==> src/shared/ief_pkg.sv <==
// shared constants and carriers of the request-flag and error-flag block
// assumes one system clock, synchronous reset, word-indexed register bus
package ief_pkg;
    // register indices; byte address is four times the index
    localparam logic [7:0] REQ_FLAGS_A_IDX = 8'h06;
    localparam logic [7:0] REQ_FLAGS_B_IDX = 8'h07;
    localparam logic [7:0] REQ_ENABLE_A_IDX = 8'h08;
    localparam logic [7:0] REQ_ENABLE_B_IDX = 8'h09;
    localparam logic [7:0] ERROR_FLAGS_IDX = 8'h0a;
    // reset values
    localparam logic [7:0] REG_RESET = 8'h00;
    // field positions of flag and enable registers
    localparam int SET_BIT = 7;
    localparam int GLOBAL_BIT = 6;
    localparam int PIN_INVERT_BIT = 7;
    localparam int PIN_DRIVE_BIT = 7;
    localparam int PIN_GATE_BIT = 6;
    localparam int A_HIGH_ALERT = 6;
    localparam int A_LOW_ALERT = 5;
    localparam int A_IDLE = 4;
    localparam int A_TX_DONE = 3;
    localparam int A_RX_DONE = 2;
    localparam int A_ERROR = 1;
    localparam int A_FRAME_START = 0;
    localparam int B_CARD_DETECT = 5;
    localparam int B_TIMER_LSB = 0;
    // error register positions
    localparam int ERR_EEPROM = 7;
    localparam int ERR_WRITE = 6;
    localparam int ERR_OVERFLOW = 5;
    localparam int ERR_SHORT = 4;
    localparam int ERR_EMPTY = 3;
    localparam int ERR_COLLISION = 2;
    localparam int ERR_FRAMING = 1;
    localparam int ERR_INTEGRITY = 0;
    // transceiver state codes during which buffer writes are illegal
    localparam logic [2:0] COM_RX_WAIT = 3'h5;
    localparam logic [2:0] COM_WAIT_DATA = 3'h6;
    localparam logic [2:0] COM_RECEIVING = 3'h7;
    // shortest frames kept
    localparam logic [11:0] MIN_FRAME_BITS = 12'h004;
    localparam int EMD_MIN_BYTES = 3;
    localparam logic [11:0] EMD_MIN_BITS = 12'(EMD_MIN_BYTES * 8);

    typedef enum logic [1:0] {BUS_IDLE = 2'b00, BUS_ACK = 2'b01} ief_bus_state_e;

    typedef struct packed {
        logic read;
        logic write;
        logic [7:0] address;
        logic [31:0] writedata;
    } ief_avs_req_s;

    typedef struct packed {
        logic out;
        logic oe;
    } ief_pin_s;

    typedef struct packed {
        logic highAlert;
        logic lowAlert;
        logic commandIdle;
        logic transmitDone;
        logic frameStart;
        logic cardDetected;
        logic [4:0] timerUnderflow;
        logic eepromCmdStart;
        logic eepromCmdFail;
        logic fifoWrite;
        logic fifoFull;
        logic crcTxActive;
        logic authActive;
        logic [2:0] comState;
        logic clCommandStart;
        logic multiFrameReceive;
        logic errorsInFifo;
        logic transmitRequest;
        logic fifoEmpty;
        logic frameEnd;
        logic [11:0] rxBitCount;
        logic emdSuppress;
        logic receiveStart;
        logic waitForDataEntry;
        logic collision;
        logic framingViolation;
        logic integrityMismatch;
    } ief_events_s;
endpackage

==> src/core/ief_bus_port.sv <==
// avalon-mm slave front end: one wait state, registered read data
// assumes the master holds its request until waitrequest is seen low
`timescale 1ns/1ps
module ief_bus_port
(
    input wire logic clk_sys,
    input wire logic reset,
    input wire ief_pkg::ief_avs_req_s avs,
    output logic avsWaitrequest,
    output logic [31:0] avsReaddata,
    input wire logic [7:0] rdValue,
    output logic wrEn,
    output logic [7:0] wrData
);
    typedef struct packed {
        ief_pkg::ief_bus_state_e state;
        logic [31:0] readdata;
    } ief_bus_s;

    ief_bus_s bus_reg;
    ief_bus_s bus_next;

    // first cycle latches read data, second cycle completes
    always_comb
    begin
        bus_next = bus_reg;
        case (bus_reg.state)
            ief_pkg::BUS_IDLE:
            begin
                if (avs.read || avs.write)
                begin
                    bus_next.state = ief_pkg::BUS_ACK;
                    bus_next.readdata = {24'h000000, rdValue};
                end
            end
            default:
            begin
                bus_next.state = ief_pkg::BUS_IDLE;
            end
        endcase
    end

    // handshake outputs combinational so the master sees them at once
    assign avsWaitrequest = (avs.read || avs.write) && (bus_reg.state != ief_pkg::BUS_ACK);
    assign avsReaddata = bus_reg.readdata;
    assign wrEn = avs.write && (bus_reg.state == ief_pkg::BUS_ACK);
    assign wrData = avs.writedata[7:0];

    always_ff @(posedge clk_sys)
    begin
        if (reset)
            bus_reg <= '{state: ief_pkg::BUS_IDLE, readdata: 32'h00000000};
        else
            bus_reg <= bus_next;
    end
endmodule

==> src/core/ief_pin_drive.sv <==
// interrupt pin stage: gating, polarity and drive type, registered
// assumes the board resolves the open-drain wire with a pull-up
`timescale 1ns/1ps
module ief_pin_drive
(
    input wire logic clk_sys,
    input wire logic reset,
    input wire logic anyRequest,
    input wire logic pinGate,
    input wire logic pinInvert,
    input wire logic pushPull,
    output ief_pkg::ief_pin_s irqPin
);
    ief_pkg::ief_pin_s pin_reg;
    ief_pkg::ief_pin_s pin_next;
    logic level;

    // open drain can only pull low, so a high level means released
    always_comb
    begin
        level = (anyRequest && pinGate) ^ pinInvert;
        if (pushPull)
            pin_next = '{out: level, oe: 1'b1};
        else
            pin_next = '{out: 1'b0, oe: !level};
    end

    always_ff @(posedge clk_sys)
    begin
        if (reset)
            pin_reg <= '{out: 1'b0, oe: 1'b0};
        else
            pin_reg <= pin_next;
    end

    assign irqPin = pin_reg;
endmodule

==> src/core/ief_irq_core.sv <==
// request flags, request enables and contactless error flags
// assumes events from the transceiver, timers and buffer are one-cycle
// pulses or levels synchronous to clk_sys
// Functional notes
// - flags b write: bit 7 high sets, low clears each 1 in bits 5..0
// - global request raised whenever an enabled flag is active
// - card detect sets the card-detect flag
// - each timer underflow sets that timer's flag
// - polarity bit inverts the interrupt pin level
// - enable a bits 6..0 gate matching flags into global request
// - enable b bits 5..0 gate card-detect and timer flags into global
// - drive-type 1 means push-pull, 0 means open-drain pin
// - global request reaches pin only while pin gate bit is 1
// - eeprom error set when last eeprom command failed
// - buffer write during crc, receive phases or authentication flags error
// - write error cleared at command start without multi-frame, or after errors stored with multi-frame
// - write to full buffer sets overflow, stored data untouched
// - while overflow is set every further buffer write is dropped
// - fewer than 4 bits after valid start sets short-frame error
// - short frames discarded silently, decoder kept, no receive-done
// - short-frame error cleared at receive start or wait-for-data entry
// - transmit request with empty buffer sets empty-transmit error
// - error request flag set on write, overflow, framing, empty or integrity error
// - collision during reception sets collision flag
// - framing violation sets framing error and stops reception
// - parity or crc mismatch sets integrity error, reception goes on
`timescale 1ns/1ps
module ief_irq_core
(
    input wire logic clk_sys,
    input wire logic reset,
    input wire ief_pkg::ief_avs_req_s avs,
    output logic avsWaitrequest,
    output logic [31:0] avsReaddata,
    input wire ief_pkg::ief_events_s events,
    output logic fifoWriteAccept,
    output logic frameDiscard,
    output logic receiveDone,
    output logic receiveStop,
    output logic anyEnabledRequest,
    output ief_pkg::ief_pin_s irqPin
);
    typedef struct packed {
        logic [6:0] flagsA;
        logic [5:0] flagsB;
        logic [7:0] enableA;
        logic [7:0] enableB;
        logic [7:0] errors;
        logic frameDiscard;
        logic receiveDone;
        logic receiveStop;
    } ief_core_s;

    ief_core_s core_reg;
    ief_core_s core_next;

    logic wrEn;
    logic [7:0] wrData;
    logic [7:0] rdValue;
    logic [7:0] selWord;
    logic selA;
    logic selB;
    logic selEnA;
    logic selEnB;
    logic wrIllegal;
    logic shortFrame;
    logic emdShort;
    logic [7:0] errSet;
    logic [7:0] errClr;
    logic [6:0] hwSetA;
    logic [5:0] hwSetB;
    logic rxPhaseClear;

    // register index of the current request
    function automatic logic [7:0] regIndex(input logic [7:0] addr);
        regIndex = addr;
    endfunction

    // set or clear every position written with a 1
    function automatic logic [6:0] setClear(
        input logic [6:0] cur,
        input logic [7:0] wd
    );
        if (wd[ief_pkg::SET_BIT])
            setClear = cur | wd[6:0];
        else
            setClear = cur & ~wd[6:0];
    endfunction

    // read mux; unmapped indices read as zero
    function automatic logic [7:0] readMux(
        input logic [7:0] idx,
        input ief_core_s s,
        input logic anyReq
    );
        if (idx == ief_pkg::REQ_FLAGS_A_IDX)
            readMux = {1'b0, s.flagsA};
        else if (idx == ief_pkg::REQ_FLAGS_B_IDX)
            readMux = {1'b0, anyReq, s.flagsB};
        else if (idx == ief_pkg::REQ_ENABLE_A_IDX)
            readMux = s.enableA;
        else if (idx == ief_pkg::REQ_ENABLE_B_IDX)
            readMux = s.enableB;
        else if (idx == ief_pkg::ERROR_FLAGS_IDX)
            readMux = s.errors;
        else
            readMux = 8'h00;
    endfunction

    ief_bus_port u_bus
    (
        .clk_sys(clk_sys),
        .reset(reset),
        .avs(avs),
        .avsWaitrequest(avsWaitrequest),
        .avsReaddata(avsReaddata),
        .rdValue(rdValue),
        .wrEn(wrEn),
        .wrData(wrData)
    );

    // global request follows the flags without a register stage
    always_comb
    begin
        anyEnabledRequest = (|(core_reg.flagsA & core_reg.enableA[6:0]))
            || (|(core_reg.flagsB & core_reg.enableB[5:0]));
    end

    assign selWord = regIndex(avs.address);
    assign rdValue = readMux(selWord, core_reg, anyEnabledRequest);
    assign selA = wrEn && (selWord == ief_pkg::REQ_FLAGS_A_IDX);
    assign selB = wrEn && (selWord == ief_pkg::REQ_FLAGS_B_IDX);
    assign selEnA = wrEn && (selWord == ief_pkg::REQ_ENABLE_A_IDX);
    assign selEnB = wrEn && (selWord == ief_pkg::REQ_ENABLE_B_IDX);

    // buffer write checks; overflow stays sticky so later bytes drop too
    always_comb
    begin
        wrIllegal = events.crcTxActive || events.authActive
            || (events.comState == ief_pkg::COM_RX_WAIT)
            || (events.comState == ief_pkg::COM_WAIT_DATA)
            || (events.comState == ief_pkg::COM_RECEIVING);
        fifoWriteAccept = events.fifoWrite && !events.fifoFull
            && !core_reg.errors[ief_pkg::ERR_OVERFLOW];
    end

    // frame length checks at the end of each received frame
    always_comb
    begin
        shortFrame = events.frameEnd && (events.rxBitCount < ief_pkg::MIN_FRAME_BITS);
        emdShort = events.frameEnd && events.emdSuppress
            && (events.rxBitCount < ief_pkg::EMD_MIN_BITS);
        rxPhaseClear = events.receiveStart || events.waitForDataEntry;
    end

    // error register set terms from hardware events
    always_comb
    begin
        errSet = 8'h00;
        errSet[ief_pkg::ERR_EEPROM] = events.eepromCmdFail;
        errSet[ief_pkg::ERR_WRITE] = events.fifoWrite && wrIllegal;
        errSet[ief_pkg::ERR_OVERFLOW] = events.fifoWrite && events.fifoFull;
        errSet[ief_pkg::ERR_SHORT] = shortFrame;
        errSet[ief_pkg::ERR_EMPTY] = events.transmitRequest && events.fifoEmpty;
        errSet[ief_pkg::ERR_COLLISION] = events.collision;
        errSet[ief_pkg::ERR_FRAMING] = events.framingViolation;
        errSet[ief_pkg::ERR_INTEGRITY] = events.integrityMismatch;
    end

    // error register clear terms; the set terms win in the same cycle
    always_comb
    begin
        errClr = 8'h00;
        errClr[ief_pkg::ERR_EEPROM] = events.eepromCmdStart;
        if (events.multiFrameReceive)
            errClr[ief_pkg::ERR_WRITE] = events.errorsInFifo;
        else
            errClr[ief_pkg::ERR_WRITE] = events.clCommandStart;
        errClr[ief_pkg::ERR_OVERFLOW] = events.clCommandStart;
        errClr[ief_pkg::ERR_EMPTY] = events.clCommandStart;
        errClr[ief_pkg::ERR_SHORT] = rxPhaseClear;
        errClr[ief_pkg::ERR_COLLISION] = rxPhaseClear;
        errClr[ief_pkg::ERR_FRAMING] = rxPhaseClear;
        errClr[ief_pkg::ERR_INTEGRITY] = rxPhaseClear;
    end

    // hardware set terms of both request registers
    always_comb
    begin
        hwSetA = 7'h00;
        hwSetA[ief_pkg::A_HIGH_ALERT] = events.highAlert;
        hwSetA[ief_pkg::A_LOW_ALERT] = events.lowAlert;
        hwSetA[ief_pkg::A_IDLE] = events.commandIdle;
        hwSetA[ief_pkg::A_TX_DONE] = events.transmitDone;
        hwSetA[ief_pkg::A_RX_DONE] = events.frameEnd && !shortFrame && !emdShort;
        hwSetA[ief_pkg::A_ERROR] = errSet[ief_pkg::ERR_WRITE]
            || errSet[ief_pkg::ERR_OVERFLOW]
            || errSet[ief_pkg::ERR_FRAMING]
            || errSet[ief_pkg::ERR_EMPTY]
            || errSet[ief_pkg::ERR_INTEGRITY];
        hwSetA[ief_pkg::A_FRAME_START] = events.frameStart;
        hwSetB = 6'h00;
        hwSetB[ief_pkg::B_CARD_DETECT] = events.cardDetected;
        hwSetB[ief_pkg::B_TIMER_LSB +: 5] = events.timerUnderflow;
    end

    // next state: host writes first, hardware sets on top so none is lost
    always_comb
    begin
        logic [6:0] hostB;
        hostB = 7'h00;
        core_next = core_reg;
        if (selA)
            core_next.flagsA = setClear(core_reg.flagsA, wrData);
        if (selB)
        begin
            hostB = setClear({1'b0, core_reg.flagsB}, {wrData[7], 1'b0, wrData[5:0]});
            core_next.flagsB = hostB[5:0];
        end
        if (selEnA)
            core_next.enableA = wrData;
        if (selEnB)
            core_next.enableB = wrData;
        core_next.flagsA = core_next.flagsA | hwSetA;
        core_next.flagsB = core_next.flagsB | hwSetB;
        core_next.errors = (core_reg.errors & ~errClr) | errSet;
        // discard is a pulse; the decoder is never told to stop for it
        core_next.frameDiscard = shortFrame || emdShort;
        core_next.receiveDone = hwSetA[ief_pkg::A_RX_DONE];
        core_next.receiveStop = events.framingViolation;
    end

    always_ff @(posedge clk_sys)
    begin
        if (reset)
        begin
            core_reg <= '{
                flagsA: 7'h00,
                flagsB: 6'h00,
                enableA: ief_pkg::REG_RESET,
                enableB: ief_pkg::REG_RESET,
                errors: ief_pkg::REG_RESET,
                frameDiscard: 1'b0,
                receiveDone: 1'b0,
                receiveStop: 1'b0
            };
        end
        else
        begin
            core_reg <= core_next;
        end
    end

    assign frameDiscard = core_reg.frameDiscard;
    assign receiveDone = core_reg.receiveDone;
    assign receiveStop = core_reg.receiveStop;

    // pin stage keeps gating, polarity and drive apart from the flags
    ief_pin_drive u_pin
    (
        .clk_sys(clk_sys),
        .reset(reset),
        .anyRequest(anyEnabledRequest),
        .pinGate(core_reg.enableB[ief_pkg::PIN_GATE_BIT]),
        .pinInvert(core_reg.enableA[ief_pkg::PIN_INVERT_BIT]),
        .pushPull(core_reg.enableB[ief_pkg::PIN_DRIVE_BIT]),
        .irqPin(irqPin)
    );
endmodule

==> config.mk <==
export PLATFORM = sky130hd
export DESIGN_NAME = ief_irq_core
export DESIGN_NICKNAME = d
export VERILOG_FILES = /design/src/shared/ief_pkg.sv /design/src/core/ief_bus_port.sv /design/src/core/ief_pin_drive.sv /design/src/core/ief_irq_core.sv
export SDC_FILE = /design/constraint.sdc
export NUM_CORES = 1
export LEC_CHECK = 0
export ABC_AREA = 1
export BUFFER_PORTS_ARGS = -buffer_cell sky130_fd_sc_hd__buf_4
export CORE_ASPECT_RATIO = 0.5
export CORE_UTILIZATION = 48
export CTS_CLUSTER_DIAMETER = 80
export DETAILED_ROUTE_END_ITERATION = 8
export PLACE_DENSITY = 0.81
export SYNTH_ARGS = -nofsm -noshare
export SYNTH_HDL_FRONTEND = slang
export SYNTH_SLANG_ARGS = --single-unit
==> constraint.sdc <==
create_clock -name clk_sys -period 1.7 [get_ports clk_sys]
set_clock_uncertainty 0.1 [all_clocks]
set_input_delay 0.34 -clock clk_sys [delete_from_list [all_inputs] [get_ports clk_sys]]
set_output_delay 0.34 -clock clk_sys [all_outputs]
set_load 0.01 [all_outputs]
Yosys cells after proc, flatten, opt, wreduce, memory -nomap -nowiden

Cells that the tools add are included.

$lt $le $gt $ge: 2
Equal/unequal tests: 8
Muxes and demuxes: 11
Bitwise logic cells: 17
Reductions and logical operators: 40

Operator list:

| cell                  | number |
|---|---|
| $mux W8               | 5 |
| $eq A8 B4 Y1 const B  | 3 |
| $logic_and A1 B1 Y1   | 17 |
| $eq A8 B3 Y1 const B  | 2 |
| $and A7 B7 Y7         | 2 |
| $mux W7               | 2 |
| $or A7 B7 Y7          | 2 |
| $and A6 B6 Y6         | 2 |
| $logic_or A1 B1 Y1    | 12 |
| $lt A12 B3 Y1 const B | 1 |
| $lt A12 B5 Y1 const B | 1 |
| $mux W6               | 2 |
| $or A6 B6 Y6          | 2 |
| $eq A3 B3 Y1 const B  | 3 |
| $and A8 B8 Y8         | 1 |
| $not A8 Y8            | 1 |
| $or A8 B8 Y8          | 1 |
| $not A7 Y7            | 1 |
| $reduce_or A7 Y1      | 1 |
| $not A6 Y6            | 1 |
| $reduce_or A6 Y1      | 1 |
| $logic_not A1 Y1      | 5 |
| $reduce_or A2 Y1      | 2 |
| $not A1 Y1            | 3 |
| other kinds (4)       | 5 |

Register bits: 51
Input bits: 88
Output and inout port bits: 40
Logic and storage cells: 90

Depth between registers and ports, before layout

Gate-level depths: netlist (run 1).

Depth in word-level cells: 10
Gate-level depth with buffers: 10
Depth with buffers taken out: 9

Hierarchy

Synthesis (run 1) repeated with hierarchy kept, for this count alone.

Cell total of the unflattened synthesis: 484
Area, all modules: 3081.7 um^2

Modules (own cells, without submodules):

| module        | instances | cells each | area an instance (um^2) | seq. area each (um^2) |
|---|---|---|---|---|
| ief_irq_core  | 1         | 373        | 2301.0                  | 800.8 |
| ief_bus_port  | 1         | 100        | 703.2                   | 180.2 |
| ief_pin_drive | 1         | 11         | 77.6                    | 40.0 |

Worst setup path before layout (run 1)

OpenSTA, ideal clock, no wires.

Path type: input-to-reg
Start: in avs[38] (netlist name)
End: reg core_reg[35] (netlist name)
Library setup time: 0.128 ns
Arrival: 1.245 ns
Data required time: 1.472 ns
Slack: 0.228 ns
Stages: 9
Buffers on the path: 1
Cell sequence: inv_1 > nand2_1 > nor2_4 > nand2_2 > nor2_4 > buf_6 > o21ai_0 > a21oi_1 > nor2_1

Cells in the longest elaborated chain, start to end: 4

RTL lines:

| what                 | line                | RTL |
|---|---|---|
| start, declared      | ief_irq_core.sv:32  | `input wire ief_pkg::ief_avs_req_s avs,` |
| $eq A8 B3 Y1         | ief_irq_core.sv:131 | `assign selA = wrEn && (selWord == ief_pkg::REQ_FLAGS_A_IDX);` |
| $logic_and A1 B1 Y1  | ief_irq_core.sv:131 |  |
| $mux W7              | ief_irq_core.sv:213 | `if (selA)` |
| $or A7 B7 Y7         | ief_irq_core.sv:224 | `core_next.flagsA = core_next.flagsA \| hwSetA;` |
| end signal, assigned | ief_irq_core.sv:237 | `core_reg <= '{` |
| end signal, assigned | ief_irq_core.sv:250 | `core_reg <= core_next;` |
| end, declared        | ief_irq_core.sv:54  | `ief_core_s core_reg;` |

Every way passes these cells.
A chain may end at the register's enable or synchronous reset.

Worst setup path in the final report (run 1)

Start: reg core_reg[35] (netlist name)
End: out anyEnabledRequest

Cells in the longest elaborated chain, start to end: 3

RTL lines:

| what               | line                | RTL |
|---|---|---|
| $and A7 B7 Y7      | ief_irq_core.sv:125 | `anyEnabledRequest = (\|(core_reg.flagsA & core_reg.enableA[6:0]))` |
| $reduce_or A7 Y1   | ief_irq_core.sv:125 |  |
| $logic_or A1 B1 Y1 | ief_irq_core.sv:126 | `\|\| (\|(core_reg.flagsB & core_reg.enableB[5:0]));` |
| end, declared      | ief_irq_core.sv:40  | `output logic anyEnabledRequest,` |

Every way passes these cells.

==> impl_metrics.prom, run 1 <==
# TYPE chip_impl_metric gauge
chip_impl_info{name="run_status",value="finished, final reports clean"} 1
chip_impl_metric{name="timing.final.hold_violations",unit=""} 0
chip_impl_metric{name="drt_first_iter_violations",unit=""} 204
chip_impl_metric{name="die_height",unit="um"} 57.6
chip_impl_metric{name="seq_area_frac_synth",unit="%"} 34.4
chip_impl_info{name="worstHoldEndpoint",value="core_reg[37]"} 1
chip_impl_metric{name="worst-r2r-cell-count",unit=""} 5
chip_impl_info{name="top_layer_reached_by_signal_wires",value="met4"} 1
chip_impl_metric{name="drv_slew",unit=""} 0
chip_impl_info{name="ctsRootBufferMaster",value="clkbuf_16"} 1
chip_impl_metric{name="seq_power_share",unit="%"} 47.9
chip_impl_metric{name="overflow",unit=""} 0
chip_impl_metric{name="wire_length_of_the_first_global_routing_pass",unit="mm"} 12.1
chip_impl_metric{name="power.leakage",unit="uW"} 0.00183
chip_impl_metric{name="ioPinCount",unit=""} 128
chip_impl_info{name="criticalPathCategory",value="flop to primary output"} 1
chip_impl_metric{name="setup_viol_count_final",unit=""} 0
chip_impl_info{name="crit-reg2reg-capture",value="core_reg[18]"} 1
chip_impl_metric{name="post-route-worst-setup-slack",unit="ns"} 0.0774
chip_impl_metric{name="cts.hold.buffers_added",unit=""} 0
chip_impl_metric{name="synthCells",unit=""} 429
chip_impl_metric{name="layout_min_cycle_time",unit="ns"} 1.62
chip_impl_metric{name="share_of_the_cycle_needed_by_the_critical_path_after_routing",unit="%"} 95.4
chip_impl_metric{name="ctsLongestPathBuffers",unit=""} 2
chip_impl_metric{name="hold_path_depth",unit=""} 3
chip_impl_metric{name="wire_per_inst",unit="um"} 12.5
chip_impl_metric{name="share_clk_of_total_power",unit="%"} 37.0
chip_impl_info{name="post_synth_main_area_contributors",value="dfxtp_1 (34%), nand2_1 (9.9%), buf_4 (8.4%), inv_1 (7.6%), o21ai_0 (7.6%)"} 1
chip_impl_info{name="synth_top_flop_cell",value="dfxtp_1"} 1
chip_impl_metric{name="met3_wirelength",unit="um"} 572
chip_impl_metric{name="drc",unit=""} 0
chip_impl_metric{name="routed_wirelength",unit="mm"} 7.23
chip_impl_metric{name="power-per-cell-area",unit="nW/um^2"} 715
chip_impl_metric{name="route.detailed.vias_per_inst",unit=""} 4.93
chip_impl_metric{name="drv_cap",unit=""} 0
chip_impl_metric{name="clk_latency",unit="ns"} 0.29
chip_impl_info{name="rr_startpoint",value="u_bus.bus_reg[32]"} 1
chip_impl_metric{name="cts_sinks",unit=""} 51
chip_impl_metric{name="internal-power",unit="uW"} 1970
chip_impl_metric{name="gpl.final_weighted_congestion",unit=""} 0.873
chip_impl_metric{name="p_switching",unit="uW"} 690
chip_impl_info{name="setup.worst_path.end_class",value="primary output"} 1
chip_impl_metric{name="regToRegSetupSlack",unit="ns"} 0.20
chip_impl_info{name="hold_path.class",value="input pin to flop"} 1
chip_impl_metric{name="arrival",unit="ns"} 1.18
chip_impl_metric{name="syn_area",unit="um^2"} 2970
chip_impl_metric{name="antenna_cells_inserted",unit=""} 0
chip_impl_metric{name="number_of_enable_flip_flop_cells_after_synthesis",unit=""} 0
chip_impl_metric{name="via_count_of_the_first_global_routing_pass",unit=""} 2543
chip_impl_metric{name="area.sequential",unit="um^2"} 1030
chip_impl_metric{name="power.total",unit="uW"} 2660
chip_impl_info{name="critPathLaunchType",value="flop"} 1
chip_impl_metric{name="power.ir.vdd_worst",unit="uV"} 462
chip_impl_metric{name="htree_levels",unit=""} 2
chip_impl_metric{name="synth-async-reset-ratio",unit="%"} 0
chip_impl_metric{name="dr.pass1.iters",unit=""} 4
chip_impl_metric{name="met2_wirelength",unit="mm"} 3.10
chip_impl_metric{name="die_width",unit="um"} 113
chip_impl_info{name="cts_tree",value="yes"} 1
chip_impl_metric{name="yosys.cell_types.count",unit=""} 38
chip_impl_metric{name="multiInputGateArea",unit="um^2"} 1490
chip_impl_metric{name="portBuffers",unit=""} 77
chip_impl_metric{name="cp_max_fo",unit=""} 3
chip_impl_metric{name="fmax",unit="MHz"} 616
chip_impl_metric{name="post_route_cells_drive_above_1_share",unit="%"} 25.2
chip_impl_metric{name="drt-met1-wl",unit="mm"} 3.51
chip_impl_metric{name="synth_top_area_share",unit="%"} 34.4
chip_impl_info{name="yosys-top-cells-count",value="nand2_1 (78), inv_1 (60), dfxtp_1 (51)"} 1
chip_impl_metric{name="swShare",unit="%"} 26.0
chip_impl_metric{name="core_area",unit="um^2"} 5710
chip_impl_metric{name="synthesis_stage_register_bit_count",unit=""} 51
chip_impl_metric{name="yosys_warnings",unit=""} 0
chip_impl_metric{name="critical_path_required",unit="ns"} 1.26
chip_impl_metric{name="dieArea",unit="um^2"} 6520
chip_impl_metric{name="globalRouteTotalUtil",unit="%"} 23.9
chip_impl_metric{name="route.antenna.remaining_nets",unit=""} 0
chip_impl_metric{name="post_synth.cell_area_avg",unit="um^2"} 6.91
chip_impl_metric{name="placed_wire_length_estimate",unit="mm"} 5.60
chip_impl_metric{name="largest_register_ffs",unit=""} 37
chip_impl_metric{name="nNetsFinal",unit=""} 594
chip_impl_metric{name="timing.setup.tns",unit="ns"} 0
chip_impl_metric{name="grt_start_max_net_pins",unit=""} 33
chip_impl_metric{name="tritoncts_buffer_count",unit=""} 5
chip_impl_info{name="synthMostInstantiatedCell",value="nand2_1"} 1
chip_impl_metric{name="start_util",unit="%"} 52.0
chip_impl_metric{name="clock_pin_transition_on_the_worst_setup_and_hold_timing_paths",unit="ns"} 0.07
chip_impl_metric{name="area.growth.synth_to_final",unit="%"} 25.3
chip_impl_metric{name="antenna_found_initial",unit=""} 0
chip_impl_info{name="synthDominantAreaCellType",value="dfxtp_1"} 1
chip_impl_metric{name="routed-via-count",unit=""} 2860
chip_impl_info{name="setup_repair_after_global_routing_missed_its_margin",value="false"} 1
chip_impl_metric{name="power_frac_comb",unit="%"} 15.0
chip_impl_metric{name="nFillCells",unit=""} 514
chip_impl_info{name="holdCritStartpoint",value="events[41]"} 1
chip_impl_metric{name="dp_worst_setup_slack",unit="ns"} 0.0321
chip_impl_metric{name="ctsResizeCount",unit=""} 1
chip_impl_metric{name="postCtsSetupRepairBufs",unit=""} 0
chip_impl_metric{name="placementRows",unit=""} 19
## critical path, stage by stage, from the launching register on
cell	delay [ns]
dfxtp_1	0.35
nand2_1	0.09
nand2_1	0.07
nor2_2	0.12
nand3_2	0.11
buf_4	0.16
## power by group through the flow
stage / clock [uW] / combinational, uW / sequential (uW)
after floorplan: 0 / 245 / 1280
after global placement: 0 / 389 / 1300
after detailed placement: 0 / 396 / 1300
after CTS: 1000 / 398 / 1270
after global routing: 1070 / 447 / 1280
final: 984 / 399 / 1270
## metrics by stage
stage / cell area (um^2) / hold slack, ns / util [%] / cells
4_1_cts: 3700 / 0.140 / 64.9 / 580
3_3_place_gp: 3560 / 0.350 / 62.3 / 572
5_1_grt: 3720 / 0.158 / 65.1 / 580
6_report: 3720 / 0.143 / 65.1 / 580
2_1_floorplan: 3050 / 0.337 / - / 452
3_5_place_dp: 3560 / 0.352 / 62.3 / 572
## cells in the final DEF, fill, tap and decap left out, types with 4 or more instances in the layout
cell	netlist	routed
o21ai_0	45	45
inv_1	60	60
nand3b_1	6	6
o21ai_1	11	11
conb_1	1	24
clkbuf_16	0	5
buf_4	33	88
nand2_1	78	78
a21oi_1	24	24
nor2_1	35	33
nand3_1	29	28
dfxtp_2	0	4
nand4_1	13	13
dfxtp_1	51	47
## layer usage
layer | vias to the layer above | GRT usage [%]
met1 | 1240 | 34.7
met2 | 133 | 37.6
met4 | 0 | 4.89
li1 | 1482 | -
met3 | 5 | 3.93
met5 | - | 0
## final cells by class
| type | instances | share of cell area, % |
|---|---|---|
| Tap cell | 73 | 2.46 |
| Clock inverter | 3 | 0.505 |
| Timing Repair Buffer | 91 | 19.4 |
| Inverter | 64 | 6.60 |
| Multi-Input combinational cell | 293 | 40.1 |
| Clock buffer | 5 | 3.37 |
| Sequential cell | 51 | 27.6 |
## how the worst max path moves through the flow
stage,depth (start not counted),startpoint,slack (ns),end
floorplan,9,avs[38],0.23,core_reg[35]
global placement,10,avs[38],0.05,core_reg[25]
detailed placement,10,avs[39],0.03,core_reg[25]
CTS,5,core_reg[30],0.0007,anyEnabledRequest
global route,5,core_reg[28],0.003,anyEnabledRequest
finish,5,core_reg[35],0.08,anyEnabledRequest
## kinds of logic (layout without fill, tap and decap cells)
logic type      count (synthesis)  in the layout  synth area share [%]
compound gates                 85             85                  14.8
xor+xnor                        1              1                 0.295
buf+inv                       108            163                  18.6
flops                          51             51                  34.4
other cells                     1             24                 0.126
simple gates                  183            183                  31.7
Note: power is estimated with default switching activity, not from simulation.
==> run 2: changes to the inputs <==
CORE_MARGIN = 2   (was not set)
==> impl_metrics.prom, run 2 (synthesized netlist as in run 1, its figures left out) <==
# TYPE chip_impl_metric gauge
chip_impl_metric{name="core_area",unit="um^2"} 6010
chip_impl_metric{name="placedInstanceArea",unit="um^2"} 3570
chip_impl_metric{name="cts_sinks",unit=""} 51
chip_impl_info{name="rr_startpoint",value="u_bus.bus_reg[32]"} 1
chip_impl_metric{name="timing.final.hold_violations",unit=""} 0
chip_impl_metric{name="antenna_cells_inserted",unit=""} 0
chip_impl_metric{name="gpl.final_weighted_congestion",unit=""} 0.918
chip_impl_metric{name="power.leakage",unit="uW"} 0.00186
chip_impl_metric{name="routed_wirelength",unit="mm"} 7.67
chip_impl_metric{name="final_area",unit="um^2"} 3760
chip_impl_metric{name="dr.pass1.iters",unit=""} 5
chip_impl_metric{name="ioPinCount",unit=""} 128
chip_impl_metric{name="area.growth.synth_to_final",unit="%"} 26.8
chip_impl_info{name="commonest_non_fill_non_tap_cell_in_the_layout",value="buf_4"} 1
chip_impl_info{name="run_status",value="finished, final reports clean"} 1
chip_impl_metric{name="antenna_found_initial",unit=""} 0
chip_impl_metric{name="htree_levels",unit=""} 2
chip_impl_metric{name="clk_latency",unit="ns"} 0.30
chip_impl_metric{name="largest_register_ffs",unit=""} 37
chip_impl_metric{name="post_route_cells_drive_above_1_share",unit="%"} 26.4
chip_impl_info{name="setup_repair_after_global_routing_missed_its_margin",value="false"} 1
chip_impl_info{name="ctsRootBufferMaster",value="clkbuf_16"} 1
chip_impl_metric{name="wire_per_inst",unit="um"} 13.0
chip_impl_metric{name="finalCoreUtilization",unit="%"} 62.6
chip_impl_metric{name="stdcell_count",unit=""} 589
chip_impl_metric{name="place_inst",unit=""} 579
chip_impl_metric{name="drv_cap",unit=""} 0
chip_impl_metric{name="share_of_the_cycle_needed_by_the_critical_path_after_routing",unit="%"} 97.1
chip_impl_info{name="hold_path.class",value="input pin to flop"} 1
chip_impl_metric{name="die_height",unit="um"} 59.6
chip_impl_info{name="critPathLaunchType",value="flop"} 1
chip_impl_metric{name="drt_first_iter_violations",unit=""} 258
chip_impl_metric{name="wire_length_of_the_first_global_routing_pass",unit="mm"} 11.7
chip_impl_info{name="setup.worst_path.end_class",value="primary output"} 1
chip_impl_metric{name="via_count_of_the_first_global_routing_pass",unit=""} 2486
chip_impl_metric{name="cp_max_fo",unit=""} 3
chip_impl_metric{name="ctsLongestPathBuffers",unit=""} 2
chip_impl_metric{name="placementRows",unit=""} 20
chip_impl_metric{name="nNetsFinal",unit=""} 599
chip_impl_metric{name="tritoncts_buffer_count",unit=""} 5
chip_impl_metric{name="overflow",unit=""} 0
chip_impl_metric{name="start_util",unit="%"} 49.4
chip_impl_metric{name="portBuffers",unit=""} 77
chip_impl_info{name="criticalPathCategory",value="flop to primary output"} 1
chip_impl_metric{name="dieArea",unit="um^2"} 6860
chip_impl_metric{name="fmax",unit="MHz"} 606
chip_impl_metric{name="cts.hold.buffers_added",unit=""} 0
chip_impl_info{name="holdCritStartpoint",value="events[39]"} 1
chip_impl_metric{name="timing.setup.tns",unit="ns"} 0
chip_impl_metric{name="route.antenna.remaining_nets",unit=""} 0
chip_impl_metric{name="drc",unit=""} 0
chip_impl_metric{name="placed_wire_length_estimate",unit="mm"} 5.90
chip_impl_metric{name="globalRouteTotalUtil",unit="%"} 22.4
chip_impl_info{name="cts_tree",value="yes"} 1
chip_impl_metric{name="routed-via-count",unit=""} 2954
chip_impl_metric{name="drv_slew",unit=""} 0
chip_impl_metric{name="power-per-cell-area",unit="nW/um^2"} 718
chip_impl_metric{name="setup_viol_count_final",unit=""} 0
chip_impl_info{name="layout.cells.most_common_list",value="buf_4 (93), nand2_1 (77), inv_1 (60)"} 1
chip_impl_metric{name="route.detailed.vias_per_inst",unit=""} 5.02
chip_impl_metric{name="die_width",unit="um"} 115
chip_impl_info{name="startpoint",value="core_reg[36]"} 1
chip_impl_metric{name="power.ir.vdd_worst",unit="uV"} 414
chip_impl_metric{name="layout_min_cycle_time",unit="ns"} 1.65
chip_impl_metric{name="grt_start_max_net_pins",unit=""} 33
chip_impl_metric{name="clock_pin_transition_on_the_worst_setup_and_hold_timing_paths",unit="ns"} 0.08
chip_impl_metric{name="critical_path_required",unit="ns"} 1.26
chip_impl_metric{name="arrival",unit="ns"} 1.21
run 2: cell types whose count changed in the layout (fill, tap and decap cells not counted), sizes merged:
cell / delta
clkinv: -1
clkinvlp: +1
buf: +5
run 2: cell type report:
class / count / area [um^2]
clock buffer: 5 / 125
multi-input combinational: 293 / 1490
fill: 546 / 2240
clock inverter: 3 / 23.8
sequential: 51 / 1030
inverter: 64 / 245
tap: 77 / 96.3
timing repair buffer: 96 / 749
run 2: repair_timing:
action | in CTS | in global routing
buffers inserted | 0 | 2
endpoints found under the setup margin | 2 | 1
endpoints found under the hold margin | 0 | 0
gates resized for setup | 2 | 9
pin swaps | 0 | 2
run 2: layer usage:
metal	part of all wire [%]	track usage (%)	routed length, um
met5	0	0	0
met4	1.5	7.23	112
met3	11	6.03	829
met2	40	31.6	3070
met1	48	32.9	3670
run 2: metrics by stage:
stage	hold WS, ns	worst slack, ns	power [uW]
floorplan	0.337	0.228	1530
global placement	0.353	0.0544	1690
detailed placement	0.361	0.00991	1690
CTS	0.135	0.0123	2700
global route	0.135	0.00588	2810
finish	0.131	0.0492	2700
run 2: worst max-delay path: stages, from the launching register on:
cell	delay [ns]
dfxtp_1	0.37
nand2_1	0.10
nand2_1	0.05
nor2_1	0.13
nand3_2	0.13
buf_6	0.15
run 2: final timing paths:
kind | endpoint | slack, ns | depth (start not counted)
setup / recovery | anyEnabledRequest | 0.05 | 5
hold / removal | core_reg[33] | 0.13 | 3
setup reg to reg | core_reg[17] | 0.23 | 5
hold reg to reg | u_bus.avsReaddata[2] | 0.38 | 2
run 2: where the power goes:
group | total [uW] | internal (uW) | leakage (uW) | switching, uW
combinational | 408 | 187 | 0.00136 | 221
clock | 1020 | 554 | 0.0000717 | 468
sequential | 1270 | 1240 | 0.000420 | 36.1
==> run 3: changes to the inputs <==
CAP_MARGIN = 20   (was not set)
SETUP_SLACK_MARGIN = 0.15   (was not set)
==> impl_metrics.prom, run 3 (synthesized netlist as in run 1, its figures left out) <==
# TYPE chip_impl_metric gauge
chip_impl_info{name="run_status",value="finished, final reports clean"} 1
chip_impl_metric{name="antenna_cells_inserted",unit=""} 0
chip_impl_info{name="critPathLaunchType",value="flop"} 1
chip_impl_info{name="criticalPathCategory",value="flop to primary output"} 1
chip_impl_metric{name="power.ir.vdd_worst",unit="uV"} 417
chip_impl_metric{name="cts_sinks",unit=""} 51
chip_impl_metric{name="routed-via-count",unit=""} 3022
chip_impl_info{name="setup.worst_path.end_class",value="primary output"} 1
chip_impl_metric{name="portBuffers",unit=""} 77
chip_impl_metric{name="clk_latency",unit="ns"} 0.30
chip_impl_info{name="commonest_non_fill_non_tap_cell_in_the_layout",value="buf_4"} 1
chip_impl_metric{name="cp_max_fo",unit=""} 2
chip_impl_metric{name="power.leakage",unit="uW"} 0.00194
chip_impl_metric{name="nNetsFinal",unit=""} 610
chip_impl_metric{name="globalRouteTotalUtil",unit="%"} 24.1
chip_impl_metric{name="fmax",unit="MHz"} 605
chip_impl_metric{name="ioPinCount",unit=""} 128
chip_impl_info{name="cp_cell_sequence",value="nand2_2, nand3_2, nor2_2, nand3_2, buf_6"} 1
chip_impl_metric{name="routed_wirelength",unit="mm"} 8.23
chip_impl_metric{name="start_util",unit="%"} 49.4
chip_impl_metric{name="clock_pin_transition_on_the_worst_setup_and_hold_timing_paths",unit="ns"} 0.08
chip_impl_info{name="setup_repair_after_global_routing_missed_its_margin",value="true"} 1
chip_impl_metric{name="critical_path_required",unit="ns"} 1.26
chip_impl_metric{name="setup_viol_count_final",unit=""} 0
chip_impl_metric{name="die_width",unit="um"} 115
chip_impl_metric{name="crit_path_max_cell_delay",unit="ns"} 0.35
chip_impl_info{name="ctsRootBufferMaster",value="clkbuf_16"} 1
chip_impl_metric{name="antenna_found_initial",unit=""} 0
chip_impl_metric{name="drv_slew",unit=""} 0
chip_impl_metric{name="drc",unit=""} 0
chip_impl_metric{name="wire_per_inst",unit="um"} 13.7
chip_impl_metric{name="largest_register_ffs",unit=""} 37
chip_impl_metric{name="layout_min_cycle_time",unit="ns"} 1.65
chip_impl_metric{name="drt_first_iter_violations",unit=""} 338
chip_impl_metric{name="placementRows",unit=""} 20
chip_impl_metric{name="die_height",unit="um"} 59.6
chip_impl_info{name="hold_path.class",value="input pin to flop"} 1
chip_impl_metric{name="share_of_the_cycle_needed_by_the_critical_path_after_routing",unit="%"} 97.2
chip_impl_metric{name="power-per-cell-area",unit="nW/um^2"} 700
chip_impl_metric{name="via_count_of_the_first_global_routing_pass",unit=""} 2592
chip_impl_metric{name="placed_wire_length_estimate",unit="mm"} 5.90
chip_impl_metric{name="drv_cap",unit=""} 0
chip_impl_metric{name="dr.pass1.iters",unit=""} 5
chip_impl_info{name="cts_tree",value="yes"} 1
chip_impl_info{name="cp_top_delay_family",value="simple AND/OR/NAND/NOR gates"} 1
chip_impl_info{name="crit_top_cell",value="nand3_2"} 1
chip_impl_metric{name="dieArea",unit="um^2"} 6860
chip_impl_metric{name="tritoncts_buffer_count",unit=""} 5
chip_impl_metric{name="grt_start_max_net_pins",unit=""} 33
chip_impl_metric{name="timing.final.hold_violations",unit=""} 0
chip_impl_metric{name="hold_slack",unit="ns"} 0.133
chip_impl_metric{name="ctsLongestPathBuffers",unit=""} 2
chip_impl_metric{name="htree_levels",unit=""} 2
chip_impl_metric{name="arrival",unit="ns"} 1.21
chip_impl_metric{name="wire_length_of_the_first_global_routing_pass",unit="mm"} 12.6
chip_impl_metric{name="timing.setup.tns",unit="ns"} 0
chip_impl_metric{name="cp.buffers_inverters",unit=""} 1
chip_impl_metric{name="route.detailed.vias_per_inst",unit=""} 5.04
chip_impl_metric{name="post_route_cells_drive_above_1_share",unit="%"} 32.3
chip_impl_metric{name="finalCoreUtilization",unit="%"} 65.0
chip_impl_metric{name="cts.hold.buffers_added",unit=""} 0
chip_impl_metric{name="core_area",unit="um^2"} 6010
chip_impl_metric{name="route.antenna.remaining_nets",unit=""} 0
chip_impl_info{name="layout.cells.most_common_list",value="buf_4 (104), nand2_1 (72), inv_1 (59)"} 1
chip_impl_info{name="critical_path.slowest_cell",value="dfxtp_1"} 1
chip_impl_metric{name="overflow",unit=""} 0
chip_impl_metric{name="gpl.final_weighted_congestion",unit=""} 0.918
chip_impl_metric{name="area.growth.synth_to_final",unit="%"} 31.6
[run 3: cell count changes in the layout (fill, tap and decap cells not counted), sizes merged]
| cell | previous run | this run |
|---|---|---|
| buf | 96 | 107 |
[run 3: per-layer routing]
metal | part of all wire (%) | global-route usage [%] | vias up | wire length (um)
met2 | 41 | 35.6 | 186 | 3370
met4 | 1.8 | 7.75 | 0 | 149
li1 | - | - | 1514 | -
met1 | 45 | 34.5 | 1303 | 3730
met3 | 12 | 6.34 | 19 | 978
met5 | 0 | 0 | - | 0
[run 3: area by class of cell]
class | count | area [um^2]
clock buffer | 5 | 125
inverter | 64 | 245
multi-input combinational | 293 | 1530
fill | 516 | 2100
clock inverter | 3 | 23.8
tap | 77 | 96.3
timing repair buffer | 107 | 832
sequential | 51 | 1050
[run 3: metrics by stage]
stage	power (uW)	worst slack [ns]	cell area, um^2	instances
2_1_floorplan	1530	0.228	3050	452
3_3_place_gp	1690	0.0544	3570	579
3_5_place_dp	1690	0.00991	3570	579
4_1_cts	2720	0.132	3870	598
5_1_grt	2830	0.0257	3900	600
6_report	2730	0.0472	3900	600
[run 3: timing repair]
action / CTS / global route
resized for setup: 31 / 6
setup endpoints to repair: 2 / 17
pin swaps: 9 / 3
buffers inserted: 11 / 2
[run 3: path summary, 6_finish.rpt]
path                 from                 to  slack [ns]  cells after the start
max          core_reg[25]  anyEnabledRequest        0.05                      5
min            events[39]       core_reg[33]        0.13                      3
max reg2reg  core_reg[25]    u_pin.irqPin[0]        0.22                      9
min reg2reg  core_reg[13]       core_reg[13]        0.37                      2
[run 3: worst register-to-register path, stage by stage, from the launching register on]
cell	delay, ns
dfxtp_1	0.35
nand2_2	0.07
nand3_2	0.09
nor2_2	0.15
nand3_2	0.12
buf_4	0.17
nand2_1	0.09
xor2_2	0.17
nand2_1	0.06
nand2_1	0.05
[run 3: power breakdown]
group,switching (uW),internal (uW),leakage [uW]
sequential,32.8,1240,0.000425
combinational,235,200,0.00144
clock,475,554,0.0000717
total,743,1990,0.00194
